`src/core/sams_params.svh`:
```
// Constants of the converter sequencer
`ifndef SAMS_PARAMS_SVH
`define SAMS_PARAMS_SVH
`define SAMS_COUNT_W 7
`define SAMS_PHASE_W 3
`define SAMS_CODE_W 8
`define SAMS_CHANNELS 8
`define SAMS_SEL_W 3
`define SAMS_SAMPLE_OPEN_EDGE 7'h04
`define SAMS_SAMPLE_CLOSE_EDGE 7'h08
`define SAMS_DONE_EDGE 7'h43
`define SAMS_BIT_PERIOD 7
`define SAMS_RESULT_RESET 8'h00
`define SAMS_SAR_MSB_TRIAL 8'h80
`define SAMS_MSB_INDEX 3'h7
`endif

```
`src/core/sams_pkg.sv`:
```
// Types of the converter sequencer
`default_nettype none
`include "sams_params.svh"
package sams_pkg;
  typedef enum logic [1:0] {
    SAMS_IDLE = 2'b00,
    SAMS_ARMED = 2'b01,
    SAMS_RUN = 2'b10
  } sams_seq_type;

  typedef struct packed {
    sams_seq_type seq;
    logic [`SAMS_COUNT_W-1:0] count;
    logic [`SAMS_PHASE_W-1:0] phase;
    logic strobe_q;
    logic conv_clk_q;
    logic [`SAMS_CHANNELS-1:0] select;
    logic sample;
    logic auto_zero;
    logic eoc;
    logic [`SAMS_CODE_W-1:0] result;
    logic [`SAMS_CODE_W-1:0] oe;
  } sams_top_state_type;

  typedef struct packed {
    logic [`SAMS_CODE_W-1:0] code;
    logic [`SAMS_PHASE_W-1:0] index;
  } sams_sar_state_type;
endpackage : sams_pkg
`default_nettype wire

```
`src/core/sams_sar_if.sv`:
```
// Link between sequencer and approximation register
`default_nettype none
`include "sams_params.svh"
interface sams_sar_if;
  logic clear;
  logic load_msb;
  logic decide;
  logic comp_above;
  logic [`SAMS_CODE_W-1:0] code;
  modport seq (output clear, output load_msb, output decide, output comp_above, input code);
  modport sar (input clear, input load_msb, input decide, input comp_above, output code);
endinterface : sams_sar_if
`default_nettype wire

```
`src/core/sams_sar.sv`:
```
// Successive approximation register
`default_nettype none
`include "sams_params.svh"
module sams_sar (
  input wire logic clk_sys,
  input wire logic reset_n,
  sams_sar_if.sar sar
);
  sams_pkg::sams_sar_state_type s_q;
  sams_pkg::sams_sar_state_type s_d;

  // ****************************************
  // Bit decisions
  // ****************************************
  always_comb begin
    s_d = s_q;
    if (sar.clear) begin
      s_d.code = `SAMS_RESULT_RESET;
      s_d.index = `SAMS_MSB_INDEX;
    end else if (sar.load_msb) begin
      s_d.code = `SAMS_SAR_MSB_TRIAL;
      s_d.index = `SAMS_MSB_INDEX;
    end else if (sar.decide) begin
      if (!sar.comp_above) begin
        s_d.code[s_q.index] = 1'b0;
      end
      if (s_q.index != 3'h0) begin
        s_d.code[s_q.index - 3'h1] = 1'b1;
        s_d.index = s_q.index - 3'h1;
      end
    end
  end

  always_ff @(posedge clk_sys or negedge reset_n) begin
    if (!reset_n) begin
      s_q <= '0;
    end else begin
      s_q <= s_d;
    end
  end

  assign sar.code = s_q.code;
endmodule : sams_sar
`default_nettype wire

```
`src/core/sams_top.sv`:
```
// Converter sequencer with channel selector and result bus
// Operation
// - Latch channel select on strobe rising edge
// - Select value n enables input n
// - Start high resets sequencing and register
// - First clock edge after start counts one
// - Sample window edges four to eight
// - Done flag low at eighth edge
// - Eight bit decisions, seven clocks each
// - Result and done flag at 67th edge
// - Result holds until next completion
// - New start aborts and restarts sequence
// - Auto-zero comparator during sample window
// - Coarse upper four, fine lower four bits
// - Start near edge may slip one clock
// - Input at low reference gives zero
// - Start held high keeps sequencer reset
// - Output enable low floats result bus
`default_nettype none
`include "sams_params.svh"
module sams_top #(
  parameter int BIT_PERIOD = `SAMS_BIT_PERIOD
) (
  input wire logic clk_sys,
  input wire logic reset_n,
  input wire logic conv_clk,
  input wire logic start,
  input wire logic addr_strobe,
  input wire logic [`SAMS_SEL_W-1:0] channel_select,
  input wire logic output_enable,
  input wire logic comp_above,
  output logic [`SAMS_CHANNELS-1:0] analog_input_enable,
  output logic sample_switch,
  output logic auto_zero,
  output logic [3:0] dac_coarse,
  output logic [3:0] dac_fine,
  output logic eoc,
  output logic [`SAMS_CODE_W-1:0] result_bus_out,
  output logic [`SAMS_CODE_W-1:0] result_bus_oe
);
  // ****************************************
  // Elaboration checks
  // ****************************************
  generate
    if (BIT_PERIOD != `SAMS_BIT_PERIOD) begin : g_bad_period
      $error("sams_top: bit period must match the fixed done edge");
    end
    if (BIT_PERIOD < 2 || BIT_PERIOD > (1 << `SAMS_PHASE_W)) begin : g_bad_phase
      $error("sams_top: bit period does not fit the phase counter");
    end
    if (`SAMS_CHANNELS != (1 << `SAMS_SEL_W)) begin : g_bad_channels
      $error("sams_top: channel count must match the select width");
    end
    if (`SAMS_DONE_EDGE !=
        `SAMS_SAMPLE_CLOSE_EDGE + `SAMS_CODE_W * BIT_PERIOD + 3) begin : g_bad_done
      $error("sams_top: done edge does not follow the bit decisions");
    end
    if (`SAMS_CODE_W != 8) begin : g_bad_code
      $error("sams_top: code must split into two four bit halves");
    end
    if (`SAMS_DONE_EDGE >= (1 << `SAMS_COUNT_W)) begin : g_bad_count
      $error("sams_top: edge counter too narrow for the done edge");
    end
    if (`SAMS_SAMPLE_OPEN_EDGE >= `SAMS_SAMPLE_CLOSE_EDGE) begin : g_bad_window
      $error("sams_top: sampling window must open before it closes");
    end
    if (`SAMS_MSB_INDEX != `SAMS_CODE_W - 1) begin : g_bad_msb
      $error("sams_top: top bit index must match the code width");
    end
  endgenerate

  // ****************************************
  // State
  // ****************************************
  sams_pkg::sams_top_state_type s_q;
  sams_pkg::sams_top_state_type s_d;
  sams_sar_if sar_link ();
  logic [`SAMS_CHANNELS-1:0] decoded;
  logic conv_edge;
  logic strobe_rise;
  logic [`SAMS_COUNT_W-1:0] count_next;
  logic at_open;
  logic at_close;
  logic at_done;
  logic in_decide;
  logic phase_last;

  // ****************************************
  // Channel decode
  // ****************************************
  generate
    for (genvar i = 0; i < `SAMS_CHANNELS; i++) begin : g_dec
      assign decoded[i] = (channel_select == 3'(i));
    end
  endgenerate

  // ****************************************
  // Sequence landmarks
  // ****************************************
  assign conv_edge = conv_clk && !s_q.conv_clk_q;
  assign strobe_rise = addr_strobe && !s_q.strobe_q;
  assign count_next = s_q.count + 7'h01;
  assign at_open = (count_next == `SAMS_SAMPLE_OPEN_EDGE);
  assign at_close = (count_next == `SAMS_SAMPLE_CLOSE_EDGE);
  assign at_done = (count_next == `SAMS_DONE_EDGE);
  assign in_decide = (s_q.count >= `SAMS_SAMPLE_CLOSE_EDGE);
  assign phase_last = (s_q.phase == 3'(BIT_PERIOD - 1));

  // ****************************************
  // Sequencer
  // ****************************************
  always_comb begin
    s_d = s_q;
    sar_link.clear = 1'b0;
    sar_link.load_msb = 1'b0;
    sar_link.decide = 1'b0;
    sar_link.comp_above = comp_above;
    s_d.strobe_q = addr_strobe;
    s_d.conv_clk_q = conv_clk;
    s_d.oe = {`SAMS_CODE_W{output_enable}};
    if (strobe_rise) begin
      s_d.select = decoded;
    end
    if (start) begin
      s_d.seq = sams_pkg::SAMS_ARMED;
      s_d.count = '0;
      s_d.phase = '0;
      s_d.sample = 1'b0;
      s_d.auto_zero = 1'b0;
      sar_link.clear = 1'b1;
    end else begin
      case (s_q.seq)
        sams_pkg::SAMS_IDLE: begin
          s_d.seq = sams_pkg::SAMS_IDLE;
        end
        sams_pkg::SAMS_ARMED: begin
          if (conv_edge) begin
            s_d.seq = sams_pkg::SAMS_RUN;
            s_d.count = count_next;
          end
        end
        sams_pkg::SAMS_RUN: begin
          if (conv_edge) begin
            s_d.count = count_next;
            if (at_open) begin
              s_d.sample = 1'b1;
              s_d.auto_zero = 1'b1;
            end
            if (at_close) begin
              s_d.sample = 1'b0;
              s_d.auto_zero = 1'b0;
              s_d.eoc = 1'b0;
              s_d.phase = '0;
              sar_link.load_msb = 1'b1;
            end else if (in_decide) begin
              if (phase_last) begin
                s_d.phase = '0;
                if (count_next < `SAMS_DONE_EDGE) begin
                  sar_link.decide = 1'b1;
                end
              end else begin
                s_d.phase = s_q.phase + 3'h1;
              end
            end
            if (at_done) begin
              s_d.result = sar_link.code;
              s_d.eoc = 1'b1;
              s_d.seq = sams_pkg::SAMS_IDLE;
            end
          end
        end
        default: begin
          s_d.seq = sams_pkg::SAMS_IDLE;
        end
      endcase
    end
  end

  // ****************************************
  // State register
  // ****************************************
  always_ff @(posedge clk_sys or negedge reset_n) begin
    if (!reset_n) begin
      s_q <= '0;
      s_q.seq <= sams_pkg::SAMS_IDLE;
      s_q.select <= 8'h01;
      s_q.eoc <= 1'b1;
      s_q.result <= `SAMS_RESULT_RESET;
    end else begin
      s_q <= s_d;
    end
  end

  // ****************************************
  // Approximation register
  // ****************************************
  sams_sar u_sar (
    .clk_sys(clk_sys),
    .reset_n(reset_n),
    .sar(sar_link.sar)
  );

  // ****************************************
  // Outputs
  // ****************************************
  assign analog_input_enable = s_q.select;
  assign sample_switch = s_q.sample;
  assign auto_zero = s_q.auto_zero;
  assign dac_coarse = sar_link.code[7:4];
  assign dac_fine = sar_link.code[3:0];
  assign eoc = s_q.eoc;
  // ****************************************
  // Result bus
  // ****************************************
  assign result_bus_out = s_q.result;
  assign result_bus_oe = s_q.oe;
endmodule : sams_top
`default_nettype wire
```
`config.mk`:
```
export PLATFORM = sky130hd
export DESIGN_NAME = sams_top
export DESIGN_NICKNAME = d
export VERILOG_FILES = /design/src/core/sams_pkg.sv /design/src/core/sams_sar_if.sv /design/src/core/sams_sar.sv /design/src/core/sams_top.sv
export VERILOG_INCLUDE_DIRS = /design/src /design/src/core
export SDC_FILE = /design/constraint.sdc
export NUM_CORES = 1
export LEC_CHECK = 0
export ABC_CLOCK_PERIOD_IN_PS = 3200
export BUFFER_PORTS_ARGS = -buffer_cell sky130_fd_sc_hd__buf_2
export CORE_ASPECT_RATIO = 0.9
export CORE_MARGIN = 2
export CORE_UTILIZATION = 35
export CTS_CLUSTER_DIAMETER = 50
export DETAILED_ROUTE_END_ITERATION = 8
export GPL_TIMING_DRIVEN = 0
export MAX_ROUTING_LAYER = met4
export PLACE_DENSITY = 0.57
export SYNTH_ARGS = -nofsm -noshare
export SYNTH_HDL_FRONTEND = slang
export SYNTH_HIERARCHICAL = 1
export SYNTH_SLANG_ARGS = --single-unit
export TNS_END_PERCENT = 1
```
`constraint.sdc`:
```
create_clock -name clk_sys -period 3.2 [get_ports clk_sys]
set_clock_uncertainty 0.15 [all_clocks]
set_input_delay 0.64 -clock clk_sys [delete_from_list [all_inputs] [get_ports clk_sys]]
set_output_delay 0.64 -clock clk_sys [all_outputs]
set_load 0.01 [all_outputs]
```
After elaboration in Yosys (flattened, before gate mapping) --
Cells that the tools add are included.
Operators by class: eq/ne operators 16, add/sub/neg operators 3, $lt $le $gt $ge 6, reduce and logical (&&, ||, !) cells 23, bitwise gates (word level) 4, muxes and demuxes 40
Operator list (number):
- 11-bit 2-to-1 mux | 6
- 8-bit 2-to-1 mux | 4
- 12-bit 2-to-1 mux | 2
- 9-bit 2-to-1 mux | 2
- 3-bit nonzero test | 6
- 3-bit equality test (second input constant) | 5
- 3-bit 2-to-1 mux | 5
- 1-bit 2-to-1 mux | 14
- 7-bit case mux with 2 select lines | 1
- 3-bit AND reduction | 4
- 3-bit != test (second input constant) | 3
- 8-bit bitwise AND | 1
- 3-bit by 4-bit < comparator with 1-bit output (second input constant) | 2
- 8-bit NOT | 1
- 8-bit bitwise OR | 1
- 4-bit AND reduction | 2
- 7-bit by 1-bit adder with 7-bit output (second input constant) | 1
- 7-bit by 3-bit equality test with 1-bit output (second input constant) | 1
- 7-bit by 4-bit equality test with 1-bit output (second input constant) | 1
- 7-bit equality test (second input constant) | 1
- 7-bit by 4-bit >= comparator with 1-bit output (second input constant) | 1
- 7-bit < comparator (second input constant) | 1
- 1-bit demux with 3-bit select | 2
- 3-bit by 2-bit equality test with 1-bit output (second input constant) | 2
- 14 further kinds | 23
Storage, ports and cells: output and inout bits 35, word-level logic and storage cells 105, register bits after elaboration 45, input port bits 10

Longest topological paths before layout --
Gate-level depths: netlist of the first run.
depth in word-level cells 17, depth in mapped cells 11, depth with buffers taken out 9

Cells and area by module --
The synthesis of the first run kept the hierarchy.
Modules (own cells, without submodules):
- sams_top | cells an instance 175, times used 1, area an instance 1801.7 um^2
- sams_sar | cells an instance 79, times used 1, area an instance 748.2 um^2

Worst setup path before layout of the first run --
OpenSTA, ideal clock, no wires.
kind input to register, from input port conv_clk, to register u_sar.s_q, in the netlist u_sar/sar.code[7], arrival time 2.232 ns, required time 2.949 ns, slack 0.717 ns, setup time 0.101 ns, stages on the path 8, cell sequence and4bb_2 > or2b_1 > nor4_1 > nand2_1 > nor2_1 > buf_4 > or4b_1 > o32ai_1
RTL lines:
- from (decl) | RTL line sams_top.sv:26 | input wire logic conv_clk,
- 1-bit logical AND | RTL line sams_top.sv:100 | assign conv_edge = conv_clk && !s_q.conv_clk_q;
- 1-bit 2-to-1 mux | RTL line sams_top.sv:143 | if (conv_edge) begin
- 1-bit 2-to-1 mux | RTL line sams_top.sv:132 | case (s_q.seq)
- 1-bit 2-to-1 mux | RTL line sams_top.sv:124 | if (start) begin
- net sar_link.decide | RTL line sams_sar_if.sv:7 | logic decide;
- 3-bit nonzero test (no source line)
- to (signal assigned) | RTL line sams_sar.sv:36 | s_q <= '0;
- to (signal assigned) | RTL line sams_sar.sv:38 | s_q <= s_d;
- to (decl) | RTL line sams_sar.sv:9 | sams_pkg::sams_sar_state_type s_q;
The timed path passes the listed nets, and every way through them passes these cells. A chain may end at the register's enable or synchronous reset.

Final worst setup path of the first run --
from register s_q[27] (netlist bit), to register u_sar.s_q, in the netlist u_sar/sar.code[0]
RTL lines:
- from (decl) | RTL line sams_top.sv:75 | sams_pkg::sams_top_state_type s_q;
- 1-bit logical NOT | RTL line sams_top.sv:100
- 1-bit logical AND | RTL line sams_top.sv:100
- 1-bit 2-to-1 mux | RTL line sams_top.sv:143
- 1-bit 2-to-1 mux | RTL line sams_top.sv:132
- 1-bit 2-to-1 mux | RTL line sams_top.sv:124
- net sar_link.decide | RTL line sams_sar_if.sv:7
- 3-bit nonzero test (no source line)
The timed path passes the listed nets, and every way through them passes these cells.

==> results_dict.tcl, run 1 <==
set metrics [dict create \
    min_path_type "input port to flop" \
    syn_nets 269 \
    nFillCells 703 \
    crit_arrival_ps 2590 \
    viasPerCell 4.69 \
    post-place-cells 391 \
    fmax_ghz 0.390 \
    reg2regPathDepth 9 \
    status "complete, no violations" \
    clkTransAtPathRegs_ps 90 \
    syn_area_per_cell_um2 10.0 \
    relSlewSlack_pct 34.6 \
    final_cell_count_no_fill 399 \
    dpl_worst_slack_ps 370 \
    finalSetupViolations 0 \
    pin_count 45 \
    hold_viol 0 \
    core_area_um2 7040 \
    ys_async_sr_fraction_pct 100 \
    grt.total_usage_pct 13.8 \
    yosysTopAreaCellShare_pct 41.2 \
    ys_seq_area_share_pct 43.3 \
    yosysTopAreaCell "dfrtp_1" \
    rsz0062_at_grt "no" \
    drv_slew 0 \
    antennaDiodeCount 0 \
    place_hpwl_um 3550 \
    grt_pass1_vias 1798 \
    ant_nets 0 \
    vias 1871 \
    gp_congestion 0.817 \
    synth_area_um2 2550 \
    crit_path_max_fanout 10 \
    fin_hold_ws_ps 290 \
    die_w_um 94.0 \
    grt_pass1_wl_um 8590 \
    clock_path_buffers 2 \
    htreeDepth 2 \
    synth_edf_count 0 \
    drt_iter0_drc 53 \
    regToRegSetupSlack_ps 640 \
    layout.nets 320 \
    setup_ws_ps 636 \
    synth_ff_type "dfrtp_1" \
    grt_max_degree 45 \
    cts_hold_buf 0 \
    drt_wl_total_um 4980 \
    ys_types 55 \
    worst_ep_required_time_ps 3230 \
    cts_made_buffers 5 \
    overflow 0 \
    portBuffers 44 \
    worst_slew_pin_slew_ps 982 \
    cp-end-kind "flop" \
    synth_area_leaders "dfrtp_1 (41%), buf_4 (10%), mux2_4 (4.7%), nand2_1 (3.7%), nor2_1 (2.8%)" \
    drcViolationCount 0 \
    drv_cap 0 \
    p_per_area_nw_per_um2 371 \
    rr_endpoint "u_sar/sar.code[0]$_DFFE_PN0P_" \
    finalSetupTns_ps 0 \
    cts_sinks 44 \
    start_util_pct 36.2 \
    wire_per_inst_um 12.5 \
    antenna_found_initial 0 \
    post_cts_buffers 0 \
    timing.final.crit_share_pct 80.1 \
    cts_resized 0 \
    cp-start-kind "flop" \
    ys_ff_latch 44 \
    area_growth_pct 17.7 \
    cts_tree "yes" \
    leakage_nw 1.53 \
    hp-start "output_enable" \
    die_h_um 85.0 \
    crit_type "flop to flop" \
    period_needed_ps 2560 \
    hold-path-endpoint "result_bus_oe[0]$_DFF_PN0_" \
    dieArea_um2 7990 \
    clk_latency_ps 300 \
    ir_drop_uv 159 \
    ys_warn_count 6 \
    worstHoldPathCells 1 \
    r2r-start "s_q[27]$_DFF_PN0_" \
    synth_cells 254 \
    dr.pass1.iters 4 \
    cts-root-buf "clkbuf_8" \
    drive_gt1_share_pct 35.3 \
    rows 29 \
]
## state kept, by name (all words and copies together) (netlist names)
| name | flops |
|---|---|
| s_q | 14 |
| eoc | 1 |
| u_sar/sar.code | 8 |
| u_sar/s_q | 3 |
| sample_switch | 1 |
| result_bus_oe | 1 |
| analog_input_enable | 8 |
| result_bus_out | 8 |
## synth_stat cells, types with 4 or more instances
cell type and instances:
o21ai_0 5, dfrtp_1 42, and3_1 4, mux2i_1 4
a21oi_1 5, nor2b_1 5, nand2_1 25, nand3_1 4
ha_1 5, nor2_1 19, o21ai_1 7, a22o_1 4
inv_1 9, buf_4 35, xor2_1 4, mux2_4 8
## metal layers
layer  GRT usage, %  share of wire, %  vias up
met1           18.9                51      890
met4           5.14               1.5        0
met5              -                 0        -
li1               -                 -      946
met2           20.6                44       28
met3           2.40               3.6        7
## final cells by class
cell class / count / area [um^2] / area share (%)
Clock inverter: 3 / 46.3 / 1.54
Multi-Input combinational cell: 158 / 1100 / 36.7
Clock buffer: 5 / 68.8 / 2.29
Tap cell: 93 / 116 / 3.88
Sequential cell: 44 / 1100 / 36.8
Buffer: 43 / 312 / 10.4
Inverter: 9 / 33.8 / 1.13
Timing Repair Buffer: 44 / 220 / 7.34
## stage by stage
| step | util [%] | total power, W | cell area, um^2 |
|---|---|---|---|
| 5_1_grt | 42.6 | 0.00117 | 3000 |
| 2_1_floorplan | - | 0.000640 | 2550 |
| 6_report | 42.6 | 0.00111 | 3000 |
| 4_1_cts | 42.6 | 0.00113 | 3000 |
| 3_3_place_gp | 41.0 | 0.000681 | 2890 |
| 3_5_place_dp | 41.0 | 0.000683 | 2890 |
## worst max-delay path by stage
stage,start,end,slack (ps),cells after the start
2_1_floorplan,conv_clk,u_sar/sar.code[7]$_DFFE_PN0P_,720,8
4_1_cts,s_q[27]$_DFF_PN0_,u_sar/sar.code[0]$_DFFE_PN0P_,650,9
6_report,s_q[27]$_DFF_PN0_,u_sar/sar.code[0]$_DFFE_PN0P_,640,9
3_3_place_gp,conv_clk,u_sar/sar.code[5]$_DFFE_PN0P_,360,10
3_5_place_dp,conv_clk,u_sar/sar.code[5]$_DFFE_PN0P_,370,10
5_1_grt,s_q[27]$_DFF_PN0_,u_sar/sar.code[0]$_DFFE_PN0P_,330,9
## power breakdown
part	total (W)	internal, W	switching [W]
Combinational	0.0000918	0.0000413	0.0000505
Clock	0.000445	0.000235	0.000209
Sequential	0.000577	0.000569	0.00000877
## cell families after synthesis
group / after synthesis / share of synthesized area [%]
compound gates: 41 / 11.0
xor+xnor: 7 / 2.40
fa+ha+maj: 5 / 2.45
buf+inv: 52 / 13.5
flops: 44 / 43.3
mux: 12 / 6.28
simple gates: 93 / 21.0
## placed cells by master (no fill, tap or decap), types with 4 or more instances in the layout
cell      Yosys  layout
a21oi_1       5       5
a22o_1        4       4
and3_1        4       4
buf_2         3      47
buf_4        35      35
clkbuf_8      0       5
dfrtp_1      42      42
ha_1          5       5
inv_1         9       9
mux2_4        8       8
mux2i_1       4       4
nand2_1      25      25
nand3_1       4       4
nor2_1       19      19
nor2b_1       5       5
o21ai_0       5       5
o21ai_1       7       7
xor2_1        4       4
## critical path, stage by stage (launching register included)
cell and delay (ps):
dfrtp_1 400, and4bb_2 380, or2b_1 290, nor4_1 240
nand2_1 80, nor2_1 120, buf_4 180, nor3b_2 240
nor3b_1 240, o22ai_1 120
Power figures use the tool's default switching activity.
==> run 2, diff against run 1 <==
ABC_AREA = 1   (was unset)
ABC_CLOCK_PERIOD_IN_PS = 2200   (was 3200)
PLACE_DENSITY = 0.59   (was 0.57)
clock period = 2.2 ns   (was 3.2 ns; I/O delays follow)
==> results_dict.tcl, run 2 <==
set metrics [dict create \
    dpl_worst_slack_ps -254 \
    route.top_layer_used "met4" \
    leakage_nw 1.65 \
    antennaDiodeCount 0 \
    rows 29 \
    cts-root-buf "clkbuf_8" \
    ys_types 32 \
    clock_path_buffers 2 \
    worst_slew_pin_slew_ps 978 \
    drt_wl_total_um 5300 \
    die_h_um 85.8 \
    route.met3.wl_um 231 \
    synth_area_um2 2600 \
    synth_area_leaders "dfrtp_1 (40%), buf_4 (9.8%), nand2_1 (9.7%), inv_1 (5.5%), o21ai_0 (4.0%)" \
    ant_nets 0 \
    cts_sinks 44 \
    critPathBufInv 2 \
    layout.nets 386 \
    crit_path_max_fanout 5 \
    cts_made_buffers 5 \
    ir_drop_uv 320 \
    cp-start-kind "flop" \
    overflow 0 \
    synth_edf_count 0 \
    p_switching_w 0.000395 \
    cp_slowest_cell "dfrtp_2" \
    fin_util_pct 44.4 \
    worst_ep_required_time_ps 2240 \
    setup_ws_ps 125 \
    total_power_w 0.00151 \
    pin_count 45 \
    top_register "s_q" \
    power.share.switching_pct 26.2 \
    drv_slew 0 \
    syn_nets 327 \
    gp_congestion 0.928 \
    max_stage_delay_ps 440 \
    crit_type "flop to flop" \
    cp-end-kind "flop" \
    fmax_ghz 0.482 \
    ys_seq_area_share_pct 42.4 \
    drv_cap 0 \
    crit_arrival_ps 2110 \
    layout.cells.most_common "nand2_1" \
    dieArea_um2 8140 \
    clkTransAtPathRegs_ps 90 \
    grt.total_usage_pct 13.7 \
    synthTopCellsByCount "nand2_1 (67), dfrtp_1 (42), inv_1 (38)" \
    finalSetupViolations 0 \
    synth_ff_type "dfrtp_1" \
    wire_per_inst_um 11.4 \
    mostFrequentLayoutCells "nand2_1 (64), buf_2 (45), buf_4 (40), dfrtp_1 (40), inv_1 (38)" \
    seq_power_share_pct 55.7 \
    seqCellArea_um2 1110 \
    p_per_area_nw_per_um2 477 \
    portBuffers 44 \
    crit_family "simple AND/OR/NAND/NOR gates" \
    die_w_um 94.9 \
    dr.pass1.iters 4 \
    yosysTopAreaCell "dfrtp_1" \
    drive_gt1_share_pct 39.5 \
    cts_tree "yes" \
    ys_warn_count 6 \
    timing.final.crit_share_pct 94.3 \
    core_area_um2 7110 \
    vias 2121 \
    synth_cells 312 \
    multi_input_area_um2 1100 \
    drt_iter0_drc 72 \
    antenna_found_initial 0 \
    start_util_pct 36.6 \
    period_needed_ps 2070 \
    rsz0062_at_grt "yes" \
    drt-met1-wl_um 2600 \
    nFillCells 724 \
    area_growth_pct 21.3 \
    relSlewSlack_pct 34.8 \
    grt_pass1_wl_um 8720 \
    synth.most_common_cell "nand2_1" \
    drcViolationCount 0 \
    place_hpwl_um 3900 \
    clockPowerShare_pct 34.8 \
    intPower_w 0.00111 \
    min_path_type "input port to flop" \
    power_frac_comb_pct 9.5 \
    wl_met2_um 2400 \
    hold_viol 0 \
    ys_ff_latch 44 \
    crit_chain "buf_4, nand3_4, xor2_4, nor2_2, nand3_2, nand4_1, nor2_2, buf_6, nand2_2, o211ai_1, o21ai_1" \
    htreeDepth 2 \
    largest_register_ffs 14 \
    clk_latency_ps 310 \
    yosysTopAreaCellShare_pct 40.4 \
    status "complete, no violations" \
    cpMostUsedCell "nor2_2" \
    syn_area_per_cell_um2 8.34 \
    grt_max_degree 45 \
    ys_async_sr_fraction_pct 100 \
    viasPerCell 4.56 \
    grt_pass1_vias 1981 \
]
-- run 2: cell types whose count changed after synthesis, moves of 5 or more --
cell | previous run | this run
mux2_4 | 8 | 0
nand4_1 | 1 | 7
inv_1 | 9 | 38
nand3_1 | 4 | 13
nor2b_1 | 5 | 0
nor2_2 | 0 | 5
o21ai_2 | 0 | 8
o21ai_0 | 5 | 21
nand2_1 | 25 | 67
nand2_2 | 0 | 5
-- run 2: final timing paths --
kind                                          startpoint                       endpoint  slack, ps  cells after the start
max                                  s_q[33]$_DFFE_PN0P_  u_sar/sar.code[6]$_DFFE_PN0P_        130                     11
min                                        output_enable     result_bus_oe[0]$_DFF_PN0_        100                      1
max reg2reg                          s_q[33]$_DFFE_PN0P_  u_sar/sar.code[6]$_DFFE_PN0P_        130                     11
min reg2reg                result_bus_out[4]$_DFFE_PN0P_  result_bus_out[4]$_DFFE_PN0P_        340                      2
max in group asynchronous                        reset_n            s_q[32]$_DFFE_PN0P_       1090                      1
min in group asynchronous                        reset_n       u_sar/s_q[0]$_DFFE_PN0P_        150                      1
-- run 2: final cells by class --
cell class              instances  area share, %
flip-flops and latches         44           35.0
clock inverters                 3          0.753
well taps                      93           3.69
inverters                      42           4.99
repair buffers                 52           8.80
multi-input cells             188           34.9
clock buffers                   5           2.18
plain buffers                  38           9.63
-- run 2: logic make-up (layout without fill, tap and decap cells) --
logic type                 count (synthesis)  count (layout)  synth area share (%)
AOI/OAI and AO/OA                         52              52                  12.2
xor gates and xnor gates                   2               2                  1.39
and+or+nand+nor                          129             129                  24.2
DFF                                       44              44                  42.4
adders and majority gates                  5               5                  2.40
buffers and inverters                     80             140                  17.4
-- run 2: timing repair --
action,4_1_cts,5_1_grt
cloned,0,1
hold buffers,0,0
pin swaps,0,7
setup endpoints to repair,11,11
buffers inserted,2,5
gates resized for setup,5,15
-- run 2: metrics by stage --
step | std cells | instance area [um^2] | setup TNS [ps] | hold WS (ps)
finish | 465 | 3160 | 0 | 95.9
global route | 465 | 3160 | -70.8 | 92.3
CTS | 459 | 3060 | 0 | 87.8
detailed placement | 449 | 2940 | -2350 | 324
global placement | 449 | 2940 | -1660 | 318
floorplan | 312 | 2600 | 0 | -5.59
-- run 2: power by group through the flow --
stage                     clock [W]  combinational, W  sequential (W)
after floorplan                   0         0.0000810        0.000853
after global placement            0          0.000137        0.000856
after detailed placement          0          0.000138        0.000857
after CTS                  0.000549          0.000141        0.000842
after global routing       0.000571          0.000164        0.000843
final                      0.000524          0.000143        0.000840
-- run 2: layer usage --
layer / GRT usage (%) / vias to the layer above
met5: - / -
met4: 5.01 / 0
met3: 2.99 / 10
met2: 20.2 / 55
met1: 18.6 / 967
li1: - / 1089
==> run 3, diff against run 2 <==
CORE_UTILIZATION = 51   (was 35)
PLACE_DENSITY = 0.8   (was 0.59)
==> results_dict.tcl, run 3 (synthesis results as in run 2) <==
set metrics [dict create \
    status "complete, no violations" \
    hold_viol 0 \
    top_register "s_q" \
    rsz0062_at_grt "yes" \
    antenna_found_initial 0 \
    dieArea_um2 5690 \
    cts_made_buffers 5 \
    clk_latency_ps 300 \
    vias 2127 \
    ant_nets 0 \
    drv_slew 0 \
    viasPerCell 4.83 \
    htreeDepth 2 \
    die_h_um 71.8 \
    max_stage_delay_ps 460 \
    mostFrequentLayoutCells "nand2_1 (63), buf_2 (45), buf_4 (42)" \
    ir_drop_uv 350 \
    overflow 0 \
    area_growth_pct 22.4 \
    grt_max_degree 45 \
    clock_path_buffers 2 \
    place_hpwl_um 3680 \
    min_path_type "input port to flop" \
    relSlewSlack_pct 35.0 \
    layout.cells.most_common "nand2_1" \
    grt.total_usage_pct 19.6 \
    cp-start-kind "flop" \
    clkTransAtPathRegs_ps 90 \
    rows 24 \
    antennaDiodeCount 0 \
    fmax_ghz 0.461 \
    critPathBufInv 2 \
    drcViolationCount 0 \
    worst_slew_pin_slew_ps 975 \
    drv_cap 0 \
    crit_chain "buf_6, nand3_4, xor2_4, nor2_4, nand3_4, nand4_1, nor2_2, buf_6, nand2_1, a21oi_2, o21ai_0" \
    crit_family "simple AND/OR/NAND/NOR gates" \
    drive_gt1_share_pct 40.8 \
    cts_tree "yes" \
    grt_pass1_wl_um 8540 \
    start_util_pct 53.2 \
    drt_wl_total_um 5250 \
    core_area_um2 4890 \
    portBuffers 44 \
    total_power_w 0.00163 \
    layout.nets 389 \
    crit_type "flop to flop" \
    cts_sinks 44 \
    cp-end-kind "flop" \
    crit_arrival_ps 2210 \
    cp_slowest_cell "dfrtp_2" \
    leakage_nw 1.67 \
    largest_register_ffs 14 \
    p_per_area_nw_per_um2 512 \
    finalSetupViolations 0 \
    dr.pass1.iters 4 \
    grt_pass1_vias 1932 \
    drt_iter0_drc 119 \
    fin_hold_ws_ps 96.3 \
    wire_per_inst_um 11.9 \
    cts-root-buf "clkbuf_8" \
    worst_ep_required_time_ps 2240 \
    period_needed_ps 2170 \
    pin_count 45 \
    die_w_um 79.3 \
    crit_path_max_fanout 5 \
    gp_congestion 0.931 \
    cts_hold_buf 0 \
    timing.final.crit_share_pct 98.7 \
]
-- run 3: path summary, 6_finish.rpt --
kind,start,end,slack [ps],cells after the start
worst min register to register,result_bus_out[5]$_DFFE_PN0P_,result_bus_out[5]$_DFFE_PN0P_,340,2
worst min-delay path,output_enable,result_bus_oe[0]$_DFF_PN0_,100,1
worst max-delay path,s_q[33]$_DFFE_PN0P_,u_sar/s_q[1]$_DFFE_PN0P_,30,11
max in group asynchronous,reset_n,s_q[33]$_DFFE_PN0P_,1100,1
min in group asynchronous,reset_n,s_q[35]$_DFFE_PN0P_,140,1
worst max register to register,s_q[33]$_DFFE_PN0P_,u_sar/s_q[1]$_DFFE_PN0P_,30,11
-- run 3: cell type report --
type                            count  area (um^2)
Timing Repair Buffer               55          308
Clock buffer                        5         68.8
Tap cell                           65         81.3
Sequential cell                    44         1100
Clock inverter                      3         46.3
Inverter                           42          160
Multi-Input combinational cell    188         1120
Buffer                             38          300
Fill cell                         399         1710
-- run 3: report_power, final --
group / internal (W) / switching (W) / leakage, nW
clock network: 0.000342 / 0.000304 / 0.0548
logic: 0.0000603 / 0.0000848 / 1.04
registers: 0.000827 / 0.0000132 / 0.575
total: 0.00123 / 0.000402 / 1.67
-- run 3: worst register-to-register path: stages (launching register included) --
cell     delay (ps)
dfrtp_2         460
buf_6           140
nand3_4         100
xor2_4          230
nor2_4           70
nand3_4         100
nand4_1         120
nor2_2          200
buf_6           150
nand2_1         120
a21oi_2         130
o21ai_0          80
-- run 3: repair_timing --
action | 4_1_cts | 5_1_grt
cloned | 0 | 1
gates resized for setup | 4 | 22
endpoints found under the setup margin | 11 | 11
pin swaps | 0 | 14
buffers inserted | 1 | 9
-- run 3: through the flow --
step           setup WS, ps  cell area (um^2)  std cells  TNS [ps]  util [%]
6_report               29.2              3190        440         0      65.1
5_1_grt               -98.4              3190        440      -607      65.1
4_1_cts                9.51              3040        430         0      62.2
3_5_place_dp           -155              2900        421     -1280      59.3
3_3_place_gp           -153              2900        421     -1260      59.3
2_1_floorplan           111              2600        312         0         -
-- run 3: per-layer routing --
layer	vias to the layer above	share of wire (%)	global-route usage, %
met3	4	4.9	4.91
li1	1090	-	-
met5	-	0	-
met2	61	47	30.4
met4	0	0.67	4.02
met1	972	48	26.5
